## src/common/irq_share_params.svh

```systemverilog
// constants for the shared interrupt irq_strobe_a block: offsets, reset values, timing
// assumes a single 50 MHz core clock and a 16-bit host I/O address
`ifndef IRQ_SHARE_PARAMS_SVH
`define IRQ_SHARE_PARAMS_SVH

// clock rate and shared request pulse timing
`define CLK_MHZ       50
`define PULSE_NS      1000
`define PULSE_CYC     ((`PULSE_NS * `CLK_MHZ + 999) / 1000)
`define PULSE_CW      8

// register byte offsets on the AXI4-Lite slave
`define REG_CFG       8'h00
`define REG_STAT      8'h04

// configuration reset: polled operation, default legacy line map
`define CFG_RST       24'h004B00
`define DFLT_MAP      8'h4B

// AXI response codes
`define RESP_OKAY     2'h0
`define RESP_SLVERR   2'h2

// IRQ line index: 0=IRQ3 1=IRQ4 2=IRQ10 3=IRQ11 4=IRQ12 5=IRQ14 6=IRQ15
`define LINE_NUM      7
`define SINGLE_NUM    4

// host I/O irq_strobe_a addresses, one per shareable line
`define IRQ_STROBE_A_IRQ3    16'h02F3
`define IRQ_STROBE_A_IRQ4    16'h02F4
`define IRQ_STROBE_A_IRQ10   16'h06F2
`define IRQ_STROBE_A_IRQ11   16'h06F3
`define IRQ_STROBE_A_IRQ12   16'h06F4
`define IRQ_STROBE_A_IRQ14   16'h06F6
`define IRQ_STROBE_A_IRQ15   16'h06F7

`endif

```

## src/common/irq_share_pkg.sv

```systemverilog
// types for the shared interrupt irq_strobe_a block
// assumes irq_share_params.svh is on the include path
`include "irq_share_params.svh"

package irq_share_pkg;

  // static routing configuration, one register
  typedef struct packed {
    logic [3:0] legacy;      // port sits at a legacy serial address
    logic       sharedEn;    // shared request logic connected
    logic [2:0] sharedLine;  // line index of the shared request
    logic [7:0] portLine;    // 2-bit single line code per port
    logic [3:0] lineConn;    // single line connect for IRQ3,4,10,11
    logic [3:0] singleSel;   // per-port single interrupt select
  } cfg_t;

  typedef enum logic [1:0] {
    PS_ARMED,
    PS_PULSE,
    PS_BLOCKED
  } pulse_state_t;

  typedef struct packed {
    pulse_state_t          st;
    logic [`PULSE_CW-1:0]  cnt;
    logic                  low;
    logic                  armed;
  } pulse_reg_t;

  typedef struct packed {
    cfg_t        cfg;
    logic        awReady;
    logic        awHeld;
    logic [7:0]  awAddr;
    logic        wReady;
    logic        wHeld;
    logic [31:0] wData;
    logic [3:0]  wStrb;
    logic        bValid;
    logic [1:0]  bResp;
    logic        arReady;
    logic        rValid;
    logic [31:0] rData;
    logic [1:0]  rResp;
    logic [2:0]  iorSync;
    logic [2:0]  iowSync;
    logic [15:0] addrS1;
    logic [15:0] addrS2;
    logic [6:0]  irqOut;
    logic [6:0]  irqOe;
  } top_reg_t;

endpackage : irq_share_pkg

```

## src/logic/shared_irq_irq_strobe_a_logic.sv

```systemverilog
// interrupt routing for four serial ports: single lines and one shared line
// assumes host I/O strobes and address are asynchronous pins, port requests on core_clk
// Behaviour
// - separate single select for each port
// - selected port goes to single path
// - legacy-address ports never feed shared logic
// - all legacy: default port to line map
// - single lines 3,4,10,11 only when connected or all ports legacy
// - shared logic merges assigned port requests
// - fixed irq_strobe_a I/O address per line
// - I/O read at irq_strobe_a address rearms logic
// - still pending after irq_strobe_a pulses again
// - shared request is low pulse then high
// - no second pulse before irq_strobe_a
// - only non-single ports may be shared
// - shared logic drives exactly one line; with sharedLine 7 it drives none
// - shared line disables its single connection
// - shared ports never request single interrupts
// - all legacy enables every single path not taken by the shared line
// - polled and mixed operation both supported
//
// Implementation choices: the register offsets and the AXI4-Lite interface to the registers.
`timescale 1ns/1ps
`include "irq_share_params.svh"

module shared_irq_irq_strobe_a_logic (
  input  wire logic        core_clk,
  input  wire logic        rstn,
  // AXI4-Lite slave
  input  wire logic [7:0]  s_axi_awaddr,
  input  wire logic        s_axi_awvalid,
  output logic             s_axi_awready,
  input  wire logic [31:0] s_axi_wdata,
  input  wire logic [3:0]  s_axi_wstrb,
  input  wire logic        s_axi_wvalid,
  output logic             s_axi_wready,
  output logic [1:0]       s_axi_bresp,
  output logic             s_axi_bvalid,
  input  wire logic        s_axi_bready,
  input  wire logic [7:0]  s_axi_araddr,
  input  wire logic        s_axi_arvalid,
  output logic             s_axi_arready,
  output logic [31:0]      s_axi_rdata,
  output logic [1:0]       s_axi_rresp,
  output logic             s_axi_rvalid,
  input  wire logic        s_axi_rready,
  // serial port requests, active high
  input  wire logic [3:0]  portReq,
  // host I/O bus
  input  wire logic [15:0] hostAddr,
  input  wire logic        hostIorN,
  input  wire logic        hostIowN,
  // host IRQ lines, index 0..6 = IRQ3,4,10,11,12,14,15
  output logic [6:0]       irqOut,
  output logic [6:0]       irqOe
);

  irq_share_pkg::top_reg_t st_ff;
  irq_share_pkg::top_reg_t nxt_st;

  logic        allLeg;
  logic [3:0]  effSel;
  logic [3:0]  effConn;
  logic [7:0]  effLine;
  logic [3:0]  shMask;
  logic        pendShared;
  logic [3:0]  singleLvl;
  logic [3:0]  singleDrv;
  logic [15:0] rearmAddr;
  logic        iorEdge;
  logic        iowEdge;
  logic        rearmHit;
  logic        pulseLow;
  logic        pulseArmed;
  logic [31:0] cfgWord;
  logic [31:0] statWord;

  // effective routing; legacy ports are forced onto the single path
  assign allLeg  = &st_ff.cfg.legacy;
  assign effSel  = st_ff.cfg.singleSel | st_ff.cfg.legacy | {4{allLeg}};
  assign effConn = st_ff.cfg.lineConn | {4{allLeg}};
  assign effLine = allLeg ? `DFLT_MAP : st_ff.cfg.portLine;
  // a port on the single path can never reach the shared merge
  assign shMask     = ~effSel;
  assign pendShared = |(portReq & shMask);

  // one single line per generate entry
  for (genvar l = 0; l < `SINGLE_NUM; l++) begin : g_line
    logic [3:0] hit;
    for (genvar p = 0; p < 4; p++) begin : g_port
      assign hit[p] = effSel[p] && portReq[p] && (effLine[2*p +: 2] == 2'(l));
    end
    assign singleLvl[l] = |hit;
    // shared use of the same line takes it away from the single path
    assign singleDrv[l] = effConn[l] &&
                          !(st_ff.cfg.sharedEn && st_ff.cfg.sharedLine == 3'(l));
  end

  // irq_strobe_a address of the selected shared line
  always_comb begin
    case (st_ff.cfg.sharedLine)
      3'h0:    rearmAddr = `IRQ_STROBE_A_IRQ3;
      3'h1:    rearmAddr = `IRQ_STROBE_A_IRQ4;
      3'h2:    rearmAddr = `IRQ_STROBE_A_IRQ10;
      3'h3:    rearmAddr = `IRQ_STROBE_A_IRQ11;
      3'h4:    rearmAddr = `IRQ_STROBE_A_IRQ12;
      3'h5:    rearmAddr = `IRQ_STROBE_A_IRQ14;
      default: rearmAddr = `IRQ_STROBE_A_IRQ15;
    endcase
  end

  // strobe edges read only the second and third sync stages
  assign iorEdge  = !st_ff.iorSync[1] && st_ff.iorSync[2];
  assign iowEdge  = !st_ff.iowSync[1] && st_ff.iowSync[2];
  // read data is meaningless; a write is accepted too for service code that writes
  assign rearmHit = st_ff.cfg.sharedEn && (iorEdge || iowEdge) &&
                    (st_ff.addrS2 == rearmAddr);

  shared_pulse_gen u_pulse (
    .core_clk (core_clk),
    .rstn     (rstn),
    .enable   (st_ff.cfg.sharedEn),
    .pending  (pendShared),
    .irq_strobe_a    (rearmHit),
    .lineLow  (pulseLow),
    .armed    (pulseArmed)
  );

  assign cfgWord  = {8'h00, st_ff.cfg};
  assign statWord = {18'h00000, st_ff.irqOut, pulseLow, pulseArmed, pendShared, portReq};

  // bus slave, synchronisers and line drivers
  always_comb begin
    logic [31:0] merged;
    merged = cfgWord;
    nxt_st = st_ff;
    // host pins pass two flops, the third only delays for edge detection
    nxt_st.iorSync = {st_ff.iorSync[1:0], hostIorN};
    nxt_st.iowSync = {st_ff.iowSync[1:0], hostIowN};
    nxt_st.addrS1  = hostAddr;
    nxt_st.addrS2  = st_ff.addrS1;

    // write channel: address and data taken in either order
    if (s_axi_awvalid && st_ff.awReady) begin
      nxt_st.awHeld = 1'b1;
      nxt_st.awAddr = s_axi_awaddr;
    end
    if (s_axi_wvalid && st_ff.wReady) begin
      nxt_st.wHeld = 1'b1;
      nxt_st.wData = s_axi_wdata;
      nxt_st.wStrb = s_axi_wstrb;
    end
    if (st_ff.bValid && s_axi_bready) begin
      nxt_st.bValid = 1'b0;
    end
    if (st_ff.awHeld && st_ff.wHeld && !st_ff.bValid) begin
      nxt_st.awHeld = 1'b0;
      nxt_st.wHeld  = 1'b0;
      nxt_st.bValid = 1'b1;
      nxt_st.bResp  = `RESP_OKAY;
      if (st_ff.awAddr == `REG_CFG) begin
        for (int b = 0; b < 4; b++) begin
          if (st_ff.wStrb[b]) begin
            merged[8*b +: 8] = st_ff.wData[8*b +: 8];
          end
        end
        nxt_st.cfg = merged[23:0];
      end else if (st_ff.awAddr == `REG_STAT) begin
        nxt_st.bResp = `RESP_OKAY;   // status is read only, write dropped
      end else begin
        nxt_st.bResp = `RESP_SLVERR;
      end
    end
    nxt_st.awReady = !nxt_st.awHeld && !nxt_st.bValid;
    nxt_st.wReady  = !nxt_st.wHeld && !nxt_st.bValid;

    // read channel: answer one cycle after the address is taken
    if (st_ff.rValid && s_axi_rready) begin
      nxt_st.rValid = 1'b0;
    end
    if (s_axi_arvalid && st_ff.arReady) begin
      nxt_st.rValid = 1'b1;
      nxt_st.rResp  = `RESP_OKAY;
      if (s_axi_araddr == `REG_CFG) begin
        nxt_st.rData = cfgWord;
      end else if (s_axi_araddr == `REG_STAT) begin
        nxt_st.rData = statWord;
      end else begin
        nxt_st.rData = 32'h00000000;
        nxt_st.rResp = `RESP_SLVERR;
      end
    end
    nxt_st.arReady = !nxt_st.rValid;

    // line drivers; nothing drives with all disabled, which is polled operation
    for (int i = 0; i < `LINE_NUM; i++) begin
      nxt_st.irqOut[i] = 1'b0;
      nxt_st.irqOe[i]  = 1'b0;
      if (st_ff.cfg.sharedEn && st_ff.cfg.sharedLine == 3'(i)) begin
        nxt_st.irqOe[i]  = 1'b1;
        nxt_st.irqOut[i] = !pulseLow;
      end else if (i < `SINGLE_NUM) begin
        if (singleDrv[i[1:0]]) begin
          nxt_st.irqOe[i]  = 1'b1;
          nxt_st.irqOut[i] = singleLvl[i[1:0]];
        end
      end
    end
  end

  // state register
  always_ff @(posedge core_clk) begin
    if (!rstn) begin
      st_ff         <= '0;
      st_ff.cfg     <= `CFG_RST;
      st_ff.iorSync <= 3'h7;
      st_ff.iowSync <= 3'h7;
    end else begin
      st_ff <= nxt_st;
    end
  end

  assign s_axi_awready = st_ff.awReady;
  assign s_axi_wready  = st_ff.wReady;
  assign s_axi_bvalid  = st_ff.bValid;
  assign s_axi_bresp   = st_ff.bResp;
  assign s_axi_arready = st_ff.arReady;
  assign s_axi_rvalid  = st_ff.rValid;
  assign s_axi_rdata   = st_ff.rData;
  assign s_axi_rresp   = st_ff.rResp;
  assign irqOut        = st_ff.irqOut;
  assign irqOe         = st_ff.irqOe;
endmodule : shared_irq_irq_strobe_a_logic

```

## src/logic/shared_pulse_gen.sv

```systemverilog
// shared request pulse generator: one low pulse, then blocked until rearmed
// assumes pending and irq_strobe_a come from logic on core_clk
`timescale 1ns/1ps
`include "irq_share_params.svh"

module shared_pulse_gen (
  input  wire logic core_clk,
  input  wire logic rstn,
  input  wire logic enable,
  input  wire logic pending,
  input  wire logic irq_strobe_a,
  output logic      lineLow,
  output logic      armed
);

  localparam int PW = `PULSE_CYC;

  irq_share_pkg::pulse_reg_t st_ff;
  irq_share_pkg::pulse_reg_t nxt_st;

  // next state; a irq_strobe_a during the pulse itself is ignored
  always_comb begin
    nxt_st = st_ff;
    case (st_ff.st)
      irq_share_pkg::PS_ARMED: begin
        if (enable && pending) begin
          nxt_st.st  = irq_share_pkg::PS_PULSE;
          nxt_st.cnt = '0;
        end
      end
      irq_share_pkg::PS_PULSE: begin
        if (st_ff.cnt == `PULSE_CW'(`PULSE_CYC - 1)) begin
          nxt_st.st = irq_share_pkg::PS_BLOCKED;
        end else begin
          nxt_st.cnt = st_ff.cnt + `PULSE_CW'(1);
        end
      end
      default: begin
        if (irq_strobe_a) begin
          nxt_st.st = irq_share_pkg::PS_ARMED;
        end
      end
    endcase
    if (!enable) begin
      nxt_st.st = irq_share_pkg::PS_ARMED;  // idle line stays high, ready to go
    end
    nxt_st.low   = (nxt_st.st == irq_share_pkg::PS_PULSE);
    nxt_st.armed = (nxt_st.st == irq_share_pkg::PS_ARMED);
  end

  // state register
  always_ff @(posedge core_clk) begin
    if (!rstn) begin
      st_ff <= '{st: irq_share_pkg::PS_ARMED, cnt: '0, low: 1'b0, armed: 1'b1};
    end else begin
      st_ff <= nxt_st;
    end
  end

  assign lineLow = st_ff.low;
  assign armed   = st_ff.armed;
endmodule : shared_pulse_gen
```

## config.mk

```make
export PLATFORM = sky130hd
export DESIGN_NAME = shared_irq_irq_strobe_a_logic
export DESIGN_NICKNAME = d
export VERILOG_FILES = /design/src/common/irq_share_pkg.sv /design/src/logic/shared_irq_irq_strobe_a_logic.sv /design/src/logic/shared_pulse_gen.sv
export VERILOG_INCLUDE_DIRS = /design/src /design/src/common
export SDC_FILE = /design/constraint.sdc
export NUM_CORES = 1
export LEC_CHECK = 0
export BUFFER_PORTS_ARGS = -buffer_cell sky130_fd_sc_hd__buf_2
export CELL_PAD_IN_SITES_DETAIL_PLACEMENT = 0
export CELL_PAD_IN_SITES_GLOBAL_PLACEMENT = 1
export CORE_UTILIZATION = 43
export DETAILED_ROUTE_END_ITERATION = 6
export PLACE_DENSITY_LB_ADDON = 0.1
export SKIP_CTS_REPAIR_TIMING = 1
export SLEW_MARGIN = 20
export SYNTH_ARGS = -nofsm -noshare
export SYNTH_HDL_FRONTEND = slang
export SYNTH_SLANG_ARGS = --single-unit
```

## constraint.sdc

```tcl
create_clock -name core_clk -period 3 [get_ports core_clk]
set_clock_uncertainty 0.15 [all_clocks]
set_input_delay 0.3 -clock core_clk [delete_from_list [all_inputs] [get_ports core_clk]]
set_output_delay 0.3 -clock core_clk [all_outputs]
set_load 0.02 [all_outputs]
```

## Yosys cells after proc, flatten, opt, wreduce, memory -nomap -nowiden

Cells that the tools add are included.
W data, S select, Z words.

| storage, ports and cells | value |
|---|---|
| bits in registers | 175 |
| output and inout port bits | 55 |

| cells by class | value |
|---|---|
| bitwise logic cells | 5 |
| reductions and logical operators | 81 |
| eq/ne operators | 26 |
| multiplexer cells | 42 |
| add/sub/neg operators | 1 |

Operators with widths:

| kind | count |
|---|---|
| $pmux W11 S6 | 1 |
| $logic_and A1 B1 Y1 | 45 |
| $mux W37 | 1 |
| $mux W35 | 1 |
| $mux W32 | 1 |
| $mux W1 | 23 |
| $reduce_or A4 Y1 | 5 |
| $eq A16 B16 Y1 | 1 |
| $eq A2 B2 Y1 const B | 8 |
| $eq A8 B3 Y1 const B | 2 |
| $logic_not A8 Y1 | 2 |
| $mux W8 | 2 |
| $pmux W8 S2 | 1 |
| $mux W14 | 1 |
| $mux W2 | 7 |
| $eq A2 B1 Y1 const B | 6 |
| $logic_not A1 Y1 | 12 |
| $logic_not A2 Y1 | 6 |
| $or A4 B4 Y4 | 3 |
| $reduce_and A3 Y1 | 4 |
| $mux W10 | 1 |
| $eq A3 B3 Y1 const B | 3 |
| $mux W9 | 1 |
| $add A8 B1 Y8 const B | 1 |
| 14 further kinds | 17 |

## Longest topological paths before layout

Gate-level depths: netlist (run 1).

| logic depth | value |
|---|---|
| word-level depth | 10 |
| gate-level depth with buffers | 7 |
| depth with buffers taken out | 7 |

## Cells and area by module

A second synthesis (run 1) with hierarchy kept.

| unflattened totals | value |
|---|---|
| cell total of the unflattened synthesis | 688 |
| area, all modules | 6288.5 um^2 |

Modules (own cells, without submodules):

| module | cells an instance | instances | area an instance (um^2) |
|---|---|---|---|
| shared_irq_irq_strobe_a_logic | 619 | 1 | 5649.2 |
| shared_pulse_gen | 69 | 1 | 639.4 |

## Worst setup path before layout (run 1)

Ideal clock, no wire load.

| timing | value |
|---|---|
| path kind | register -> register |
| from | reg st_ff[133] (netlist name) |
| to | reg st_ff, in the netlist cfgWord[11] |
| period minus slack after synthesis | 1.978 ns |
| setup time | 0.136 ns |
| cell stages (with the launch flop) | 6 |
| arrival | 1.692 ns |
| path slack | 1.022 ns |
| cells stage by stage | dfxtp_1 > or4_4 > nor4_4 > nand2_1 > nand2_1 > nand3_1 |

| between the ends | value |
|---|---|
| longest elaborated chain between the ends | 2 |

RTL lines:

| item | RTL line | source |
|---|---|---|
| start: declaration | shared_irq_irq_strobe_a_logic.sv:58 | `irq_share_pkg::top_reg_t st_ff;` |
| start signal: assignment | shared_irq_irq_strobe_a_logic.sv:219 | `st_ff <= nxt_st;` |
| $logic_not A8 Y1 (no source line) | -- |  |
| $reduce_and A3 Y1 (no source line) | -- |  |

No other way between the ends.
A chain may end at the register's enable or synchronous reset.

## Final worst setup path (run 1)

| timing | value |
|---|---|
| from | reg st_ff[133] (netlist name) |
| to | reg st_ff, in the netlist cfgWord[7] |

The elaborated chain is that of the path after synthesis.

==> results of run 1 <==
-- where the power goes --
group / leakage (uW) / internal, uW / switching [uW]
registers: 0.00127 / 2130 / 28.2
clock network: 0.000331 / 1620 / 855
logic: 0.00155 / 126 / 141
-- layer usage --
metal / GRT usage, % / vias up
met5: 0 / -
met4: 6.48 / 0
met3: 4.92 / 15
met2: 29.5 / 146
met1: 26.6 / 2344
li1: - / 2574
-- stage by stage --
step	cell area, um2	utilization (%)	hold WS (ns)
2_1_floorplan	6220	-	0.236
3_3_place_gp	6550	47.0	0.237
3_5_place_dp	6550	47.0	0.242
4_1_cts	7240	52.0	-0.0921
5_1_grt	7680	55.1	0.00475
6_report	7680	55.1	-0.0316
-- layout by cell type, fill, tap and decap left out, drive strengths merged, types with 3 or more instances in the layout --
master	count
nor3	14
and2	37
nor3b	8
nor4	6
nand2	114
mux2i	13
buf	124
o21ai	7
or4	3
nand3b	4
dlygate4sd3	44
a22oi	11
clkbuf	21
nand3	39
nand2b	11
and3	3
nor2	61
dfxtp	156
xnor2	4
conb	10
a21oi	85
inv	16
bufinv	6
-- cell type report --
class / count / share of cell area [%]
Clock buffer: 21 / 6.00
Clock inverter: 11 / 2.93
Inverter: 12 / 0.587
Multi-Input combinational cell: 470 / 32.8
Sequential cell: 156 / 40.7
Tap cell: 180 / 2.93
Timing Repair Buffer: 168 / 14.1
-- how the worst min path moves through the flow --
stage                   startpoint         end  slack [ns]
finish              s_axi_wstrb[0]   st_ff[91]       -0.03
global route        s_axi_wstrb[1]   st_ff[92]       0.005
CTS                       hostIorN  nxt_st[50]       -0.09
detailed placement      nxt_st[47]  nxt_st[48]        0.24
global placement        nxt_st[50]  nxt_st[51]        0.24
floorplan               nxt_st[47]  nxt_st[48]        0.24
-- state kept, by name, summed over array words and instances (netlist names), 7 cells and up --
signal,cells
st_ff,55
cfgWord,24
s_axi_rdata,24
nxt_st,20
u_pulse.st_ff,10
irqOe,7
irqOut,7
-- worst max-delay path, cell delays in order, from the launching register on --
cell     delay, ns
dfxtp_1       0.31
or4_4         0.55
nor4_4        0.57
nand2_1       0.32
nand2_1       0.14
a21oi_1       0.07
-- cell families after synthesis --
| group | count (synthesis) | synth area share [%] |
|---|---|---|
| other | 1 | 0.0606 |
| and+or+nand+nor | 312 | 24.3 |
| buffers and inverters | 98 | 9.31 |
| muxes | 14 | 2.29 |
| xor gates and xnor gates | 5 | 0.708 |
| adders and majority gates | 2 | 0.405 |
| DFF | 156 | 50.5 |
| AOI/OAI and AO/OA | 127 | 12.4 |
==> flow_metrics.env, run 1 <==
export IMPL_status="finished, violations left"
export IMPL_violations="negative hold slack"
export IMPL_worstSetupPathType="flip-flop to flip-flop"
export IMPL_ant_nets=0
export IMPL_clock_sinks=156
export IMPL_pre_cts_slack_ns=0.707
export IMPL_num_fill_cells=1339
export IMPL_fin_crit_sh_pct=75.7
export IMPL_synth_most_common_cell="dfxtp_1"
export IMPL_fin_ws_ns=0.728
export IMPL_io_pins=136
export IMPL_fmax_mhz=440
export IMPL_place_congestion=0.788
export IMPL_grt_pass1_wl_um=22100
export IMPL_antenna_found_initial=0
export IMPL_antennaDiodeCount=0
export IMPL_row_count=43
export IMPL_clk_pin_slew_ns=0.06
export IMPL_wl_met1_um=6770
export IMPL_finalSetupViolCount=0
export IMPL_nets=908
export IMPL_routed_via_density=4.99
export IMPL_p_leak_uw=0.00315
export IMPL_ff2ff_path_depth=5
export IMPL_seq_area_um2=3120
export IMPL_cts_max_level=4
export IMPL_grt_pass1_vias=4450
export IMPL_cp_required_ns=3.12
export IMPL_drc=0
export IMPL_multiInputGateArea_um2=2520
export IMPL_final_cells=1018
export IMPL_drive_gt1_share_pct=19.6
export IMPL_tritoncts="built"
export IMPL_die_w_um=122
export IMPL_drt_first_pass_iters=5
export IMPL_wl_per_cell_um=13.9
export IMPL_io_buffers=116
export IMPL_yosysWarnings=0
export IMPL_arrival_ns=2.39
export IMPL_ys_seq_area_share_pct=50.5
export IMPL_crit_path_end_kind="flip-flop"
export IMPL_synth_common_cells="dfxtp_1, nand2_1, a21oi_1, nor2_1, buf_4"
export IMPL_synth_top_cell_area_share_pct=50.5
export IMPL_hold_violations=6
export IMPL_core_um2=13900
export IMPL_cts_root_buffer="clkbuf_16"
export IMPL_synth_cell_types=57
export IMPL_synth_ff_type="dfxtp_1"
export IMPL_hpwlAfterDp_um=9690
export IMPL_dieArea_um2=14900
export IMPL_synth_area_leaders="dfxtp_1, nand2_1, a21oi_1, buf_4, and2_1"
export IMPL_hold_depth=3
export IMPL_cp_start_kind="flip-flop"
export IMPL_synthToLayoutAreaGrowth_pct=24.2
export IMPL_wirelength_um=14200
export IMPL_dr_max_layer_used="met4"
export IMPL_clk_latency_ns=0.42
export IMPL_cts_buffer_depth=2
export IMPL_fin_tns_setup_ns=0
export IMPL_reg2reg_to="cfgWord[7]"
export IMPL_r2r_setup_slack_ns=0.73
export IMPL_synth_area_per_cell_um2=8.65
export IMPL_yosysTopAreaCell="dfxtp_1"
export IMPL_initial_core_util_pct=44.4
export IMPL_synth_seq_cells=156
export IMPL_numCtsBuffers=17
export IMPL_period_needed_ns=2.27
export IMPL_power_density_nw_per_um2=638
export IMPL_worstMarginPinSlew_ns=0.911
export IMPL_met3_length_um=722
export IMPL_grt_max_degree=56
export IMPL_synth_edff_count=0
export IMPL_rsz0062_at_grt="false"
export IMPL_wl_met2_um=6540
export IMPL_totalPowerFinal_uw=4900
export IMPL_hp_class="primary input to flip-flop"
export IMPL_place_inst=942
export IMPL_drtIter0Drc=329
export IMPL_irDropWorstVdd_uv=370
export IMPL_ys_async_sr_fraction_pct=0
export IMPL_netlist_instances=715
export IMPL_relSlewSlack_pct=39.3
export IMPL_critPathCapture="cfgWord[7]"
export IMPL_grt_overflow=0
export IMPL_syn_cell_area_um2=6180
export IMPL_die_h_um=122
export IMPL_rr_startpoint="st_ff[133]"
export IMPL_worstSetupStartpoint="st_ff[133]"
export IMPL_max_cap_violations=0
export IMPL_finalMaxSlewViolations=0
export IMPL_dr_total_vias=5079
export IMPL_whs_ns=-0.0316
export IMPL_grtUsageTotal_pct=19.4
export IMPL_crit_path_max_fanout=10
Power figures use the tool's default switching activity.
==> run 2: changes to the inputs <==
Settings changed: CORE_UTILIZATION 43 to 36.
Clock period 3 ns to 1.9 ns, I/O delays scaled along.
==> run 2 against run 1 <==
Effect of this change:
- the flow finishes with violations (negative hold slack, negative setup slack)
- flip-flop and latch count unchanged
- fmax up 14%
- first-iteration DRC count decreased by 23%
- non-clock buffer count increased by 60
- largest cell class unchanged
- largest power group unchanged
==> flow_metrics.env, run 2 (synthesized netlist as in run 1, its figures left out) <==
export IMPL_hp_class="primary input to flip-flop"
export IMPL_wirelength_um=15400
export IMPL_violations="negative hold slack, negative setup slack"
export IMPL_r2r_setup_slack_ns=-0.09
export IMPL_p_leak_uw=0.00346
export IMPL_row_count=47
export IMPL_pre_cts_slack_ns=-0.121
export IMPL_tritoncts="built"
export IMPL_combPwrFrac_pct=6.5
export IMPL_arrival_ns=2.20
export IMPL_power_density_nw_per_um2=887
export IMPL_initial_core_util_pct=37.0
export IMPL_whs_ns=-0.000347
export IMPL_min_to="s_axi_rresp[1]"
export IMPL_rr_startpoint="st_ff[133]"
export IMPL_fin_ws_ns=-0.0907
export IMPL_nets=968
export IMPL_die_h_um=133
export IMPL_drtIter0Drc=254
export IMPL_die_w_um=133
export IMPL_switching_share_pct=23.0
export IMPL_ff2ff_path_depth=6
export IMPL_cp_cell_sequence="or4_4, nor4_4, buf_4, clkbuf_16, nand3_1, a21oi_1"
export IMPL_clk_latency_ns=0.43
export IMPL_crit_path_max_fanout=5
export IMPL_dieArea_um2=17700
export IMPL_finalMaxSlewViolations=0
export IMPL_max_cap_violations=0
export IMPL_hold_depth=3
export IMPL_core_um2=16700
export IMPL_place_congestion=0.783
export IMPL_utilization_pct=49.9
export IMPL_dr_total_vias=5280
export IMPL_io_pins=136
export IMPL_wl_per_cell_um=13.7
export IMPL_cts_buffer_depth=2
export IMPL_placed_cell_area_um2=6950
export IMPL_drc=0
export IMPL_final_common_cell="dfxtp_1"
export IMPL_grt_overflow=0
export IMPL_critical_path_max_stage_delay_ns=0.55
export IMPL_fmax_mhz=502
export IMPL_drive_gt1_share_pct=26.5
export IMPL_routed_via_density=4.72
export IMPL_grt_pass1_wl_um=23700
export IMPL_crit_buf_inv=2
export IMPL_period_needed_ns=1.99
export IMPL_p_sw_uw=1700
export IMPL_mostFrequentLayoutCells="dfxtp_1, buf_2, nand2_1"
export IMPL_seqPwrFrac_pct=46.1
export IMPL_largest_reg_flops=55
export IMPL_ant_nets=0
export IMPL_grtUsageTotal_pct=17.2
export IMPL_p_clk_share_pct=47.4
export IMPL_worstSetupPathType="flip-flop to flip-flop"
export IMPL_finalSetupViolCount=20
export IMPL_status="finished, violations left"
export IMPL_antenna_found_initial=0
export IMPL_grt_pass1_vias=4764
export IMPL_fin_area_um2=8330
export IMPL_fin_crit_sh_pct=105
export IMPL_antennaDiodeCount=0
export IMPL_rsz0062_at_grt="true"
export IMPL_drt_first_pass_iters=5
export IMPL_grt_max_degree=41
export IMPL_synthToLayoutAreaGrowth_pct=34.7
export IMPL_num_fill_cells=1676
export IMPL_numCtsBuffers=17
export IMPL_hold_violations=1
export IMPL_reg2reg_to="cfgWord[0]"
export IMPL_internal_power_uw=5690
export IMPL_largest_register="st_ff"
export IMPL_cp_top_family="simple AND/OR/NAND/NOR gates"
export IMPL_cp_start_kind="flip-flop"
export IMPL_cts_max_level=4
export IMPL_irDropWorstVdd_uv=594
export IMPL_clk_pin_slew_ns=0.06
export IMPL_hp_start="s_axi_arvalid"
export IMPL_crit_path_end_kind="flip-flop"
export IMPL_clock_sinks=156
export IMPL_cp_slowest_cell="or4_4"
export IMPL_hpwlAfterDp_um=11000
export IMPL_cp_required_ns=2.11
export IMPL_cts_root_buffer="clkbuf_16"
export IMPL_io_buffers=116
-- run 2: routing by layer --
layer  wire length [um]  global-route usage, %  vias up
met5                  0                      0        -
met4                176                   5.87        0
met1               7450                   23.5     2437
met3                658                   4.37       13
li1                   -                      -     2698
met2               7080                   26.2      132
-- run 2: per-stage QoR --
stage	hold slack (ns)	cells	power [uW]	setup TNS, ns
2_1_floorplan	0.141	724	3710	-0.569
3_3_place_gp	0.239	1027	3850	-1.03
3_5_place_dp	0.242	1027	3860	-2.00
4_1_cts	-0.209	1059	7380	-2.61
5_1_grt	0.000440	1118	7670	-1.98
6_report	-0.000347	1118	7380	-0.550
-- run 2: worst register-to-register path, cell delays in order, from the launching register on --
cell	delay, ns
dfxtp_1	0.31
or4_4	0.55
nor4_4	0.31
buf_4	0.21
clkbuf_16	0.14
nand3_1	0.11
a21oi_1	0.15
-- run 2: worst max path at each step --
stage	from	end	slack (ns)	cells after the start
floorplan	st_ff[133]	cfgWord[11]	-0.04	5
global placement	st_ff[133]	cfgWord[18]	-0.07	6
detailed placement	st_ff[133]	cfgWord[23]	-0.12	6
CTS	st_ff[133]	cfgWord[23]	-0.14	6
global route	st_ff[133]	cfgWord[12]	-0.13	6
finish	st_ff[133]	cfgWord[0]	-0.09	6
-- run 2: area by class of cell --
| cell class | instances | area, um2 | area share [%] |
|---|---|---|---|
| Clock buffer | 17 | 425 | 5.11 |
| Inverter | 12 | 45.0 | 0.541 |
| Tap cell | 220 | 275 | 3.31 |
| Timing Repair Buffer | 228 | 1610 | 19.3 |
| Clock inverter | 15 | 185 | 2.22 |
| Sequential cell | 156 | 3130 | 37.5 |
| Multi-Input combinational cell | 470 | 2660 | 32.0 |
-- run 2: power groups by stage --
stage                     Sequential, uW  Clock (uW)  Combinational [uW]
after detailed placement            3470           0                 388
after global routing                3410        3730                 532
after global placement              3470           0                 382
after floorplan                     3460           0                 245
final                               3400        3500                 482
after CTS                           3400        3590                 389
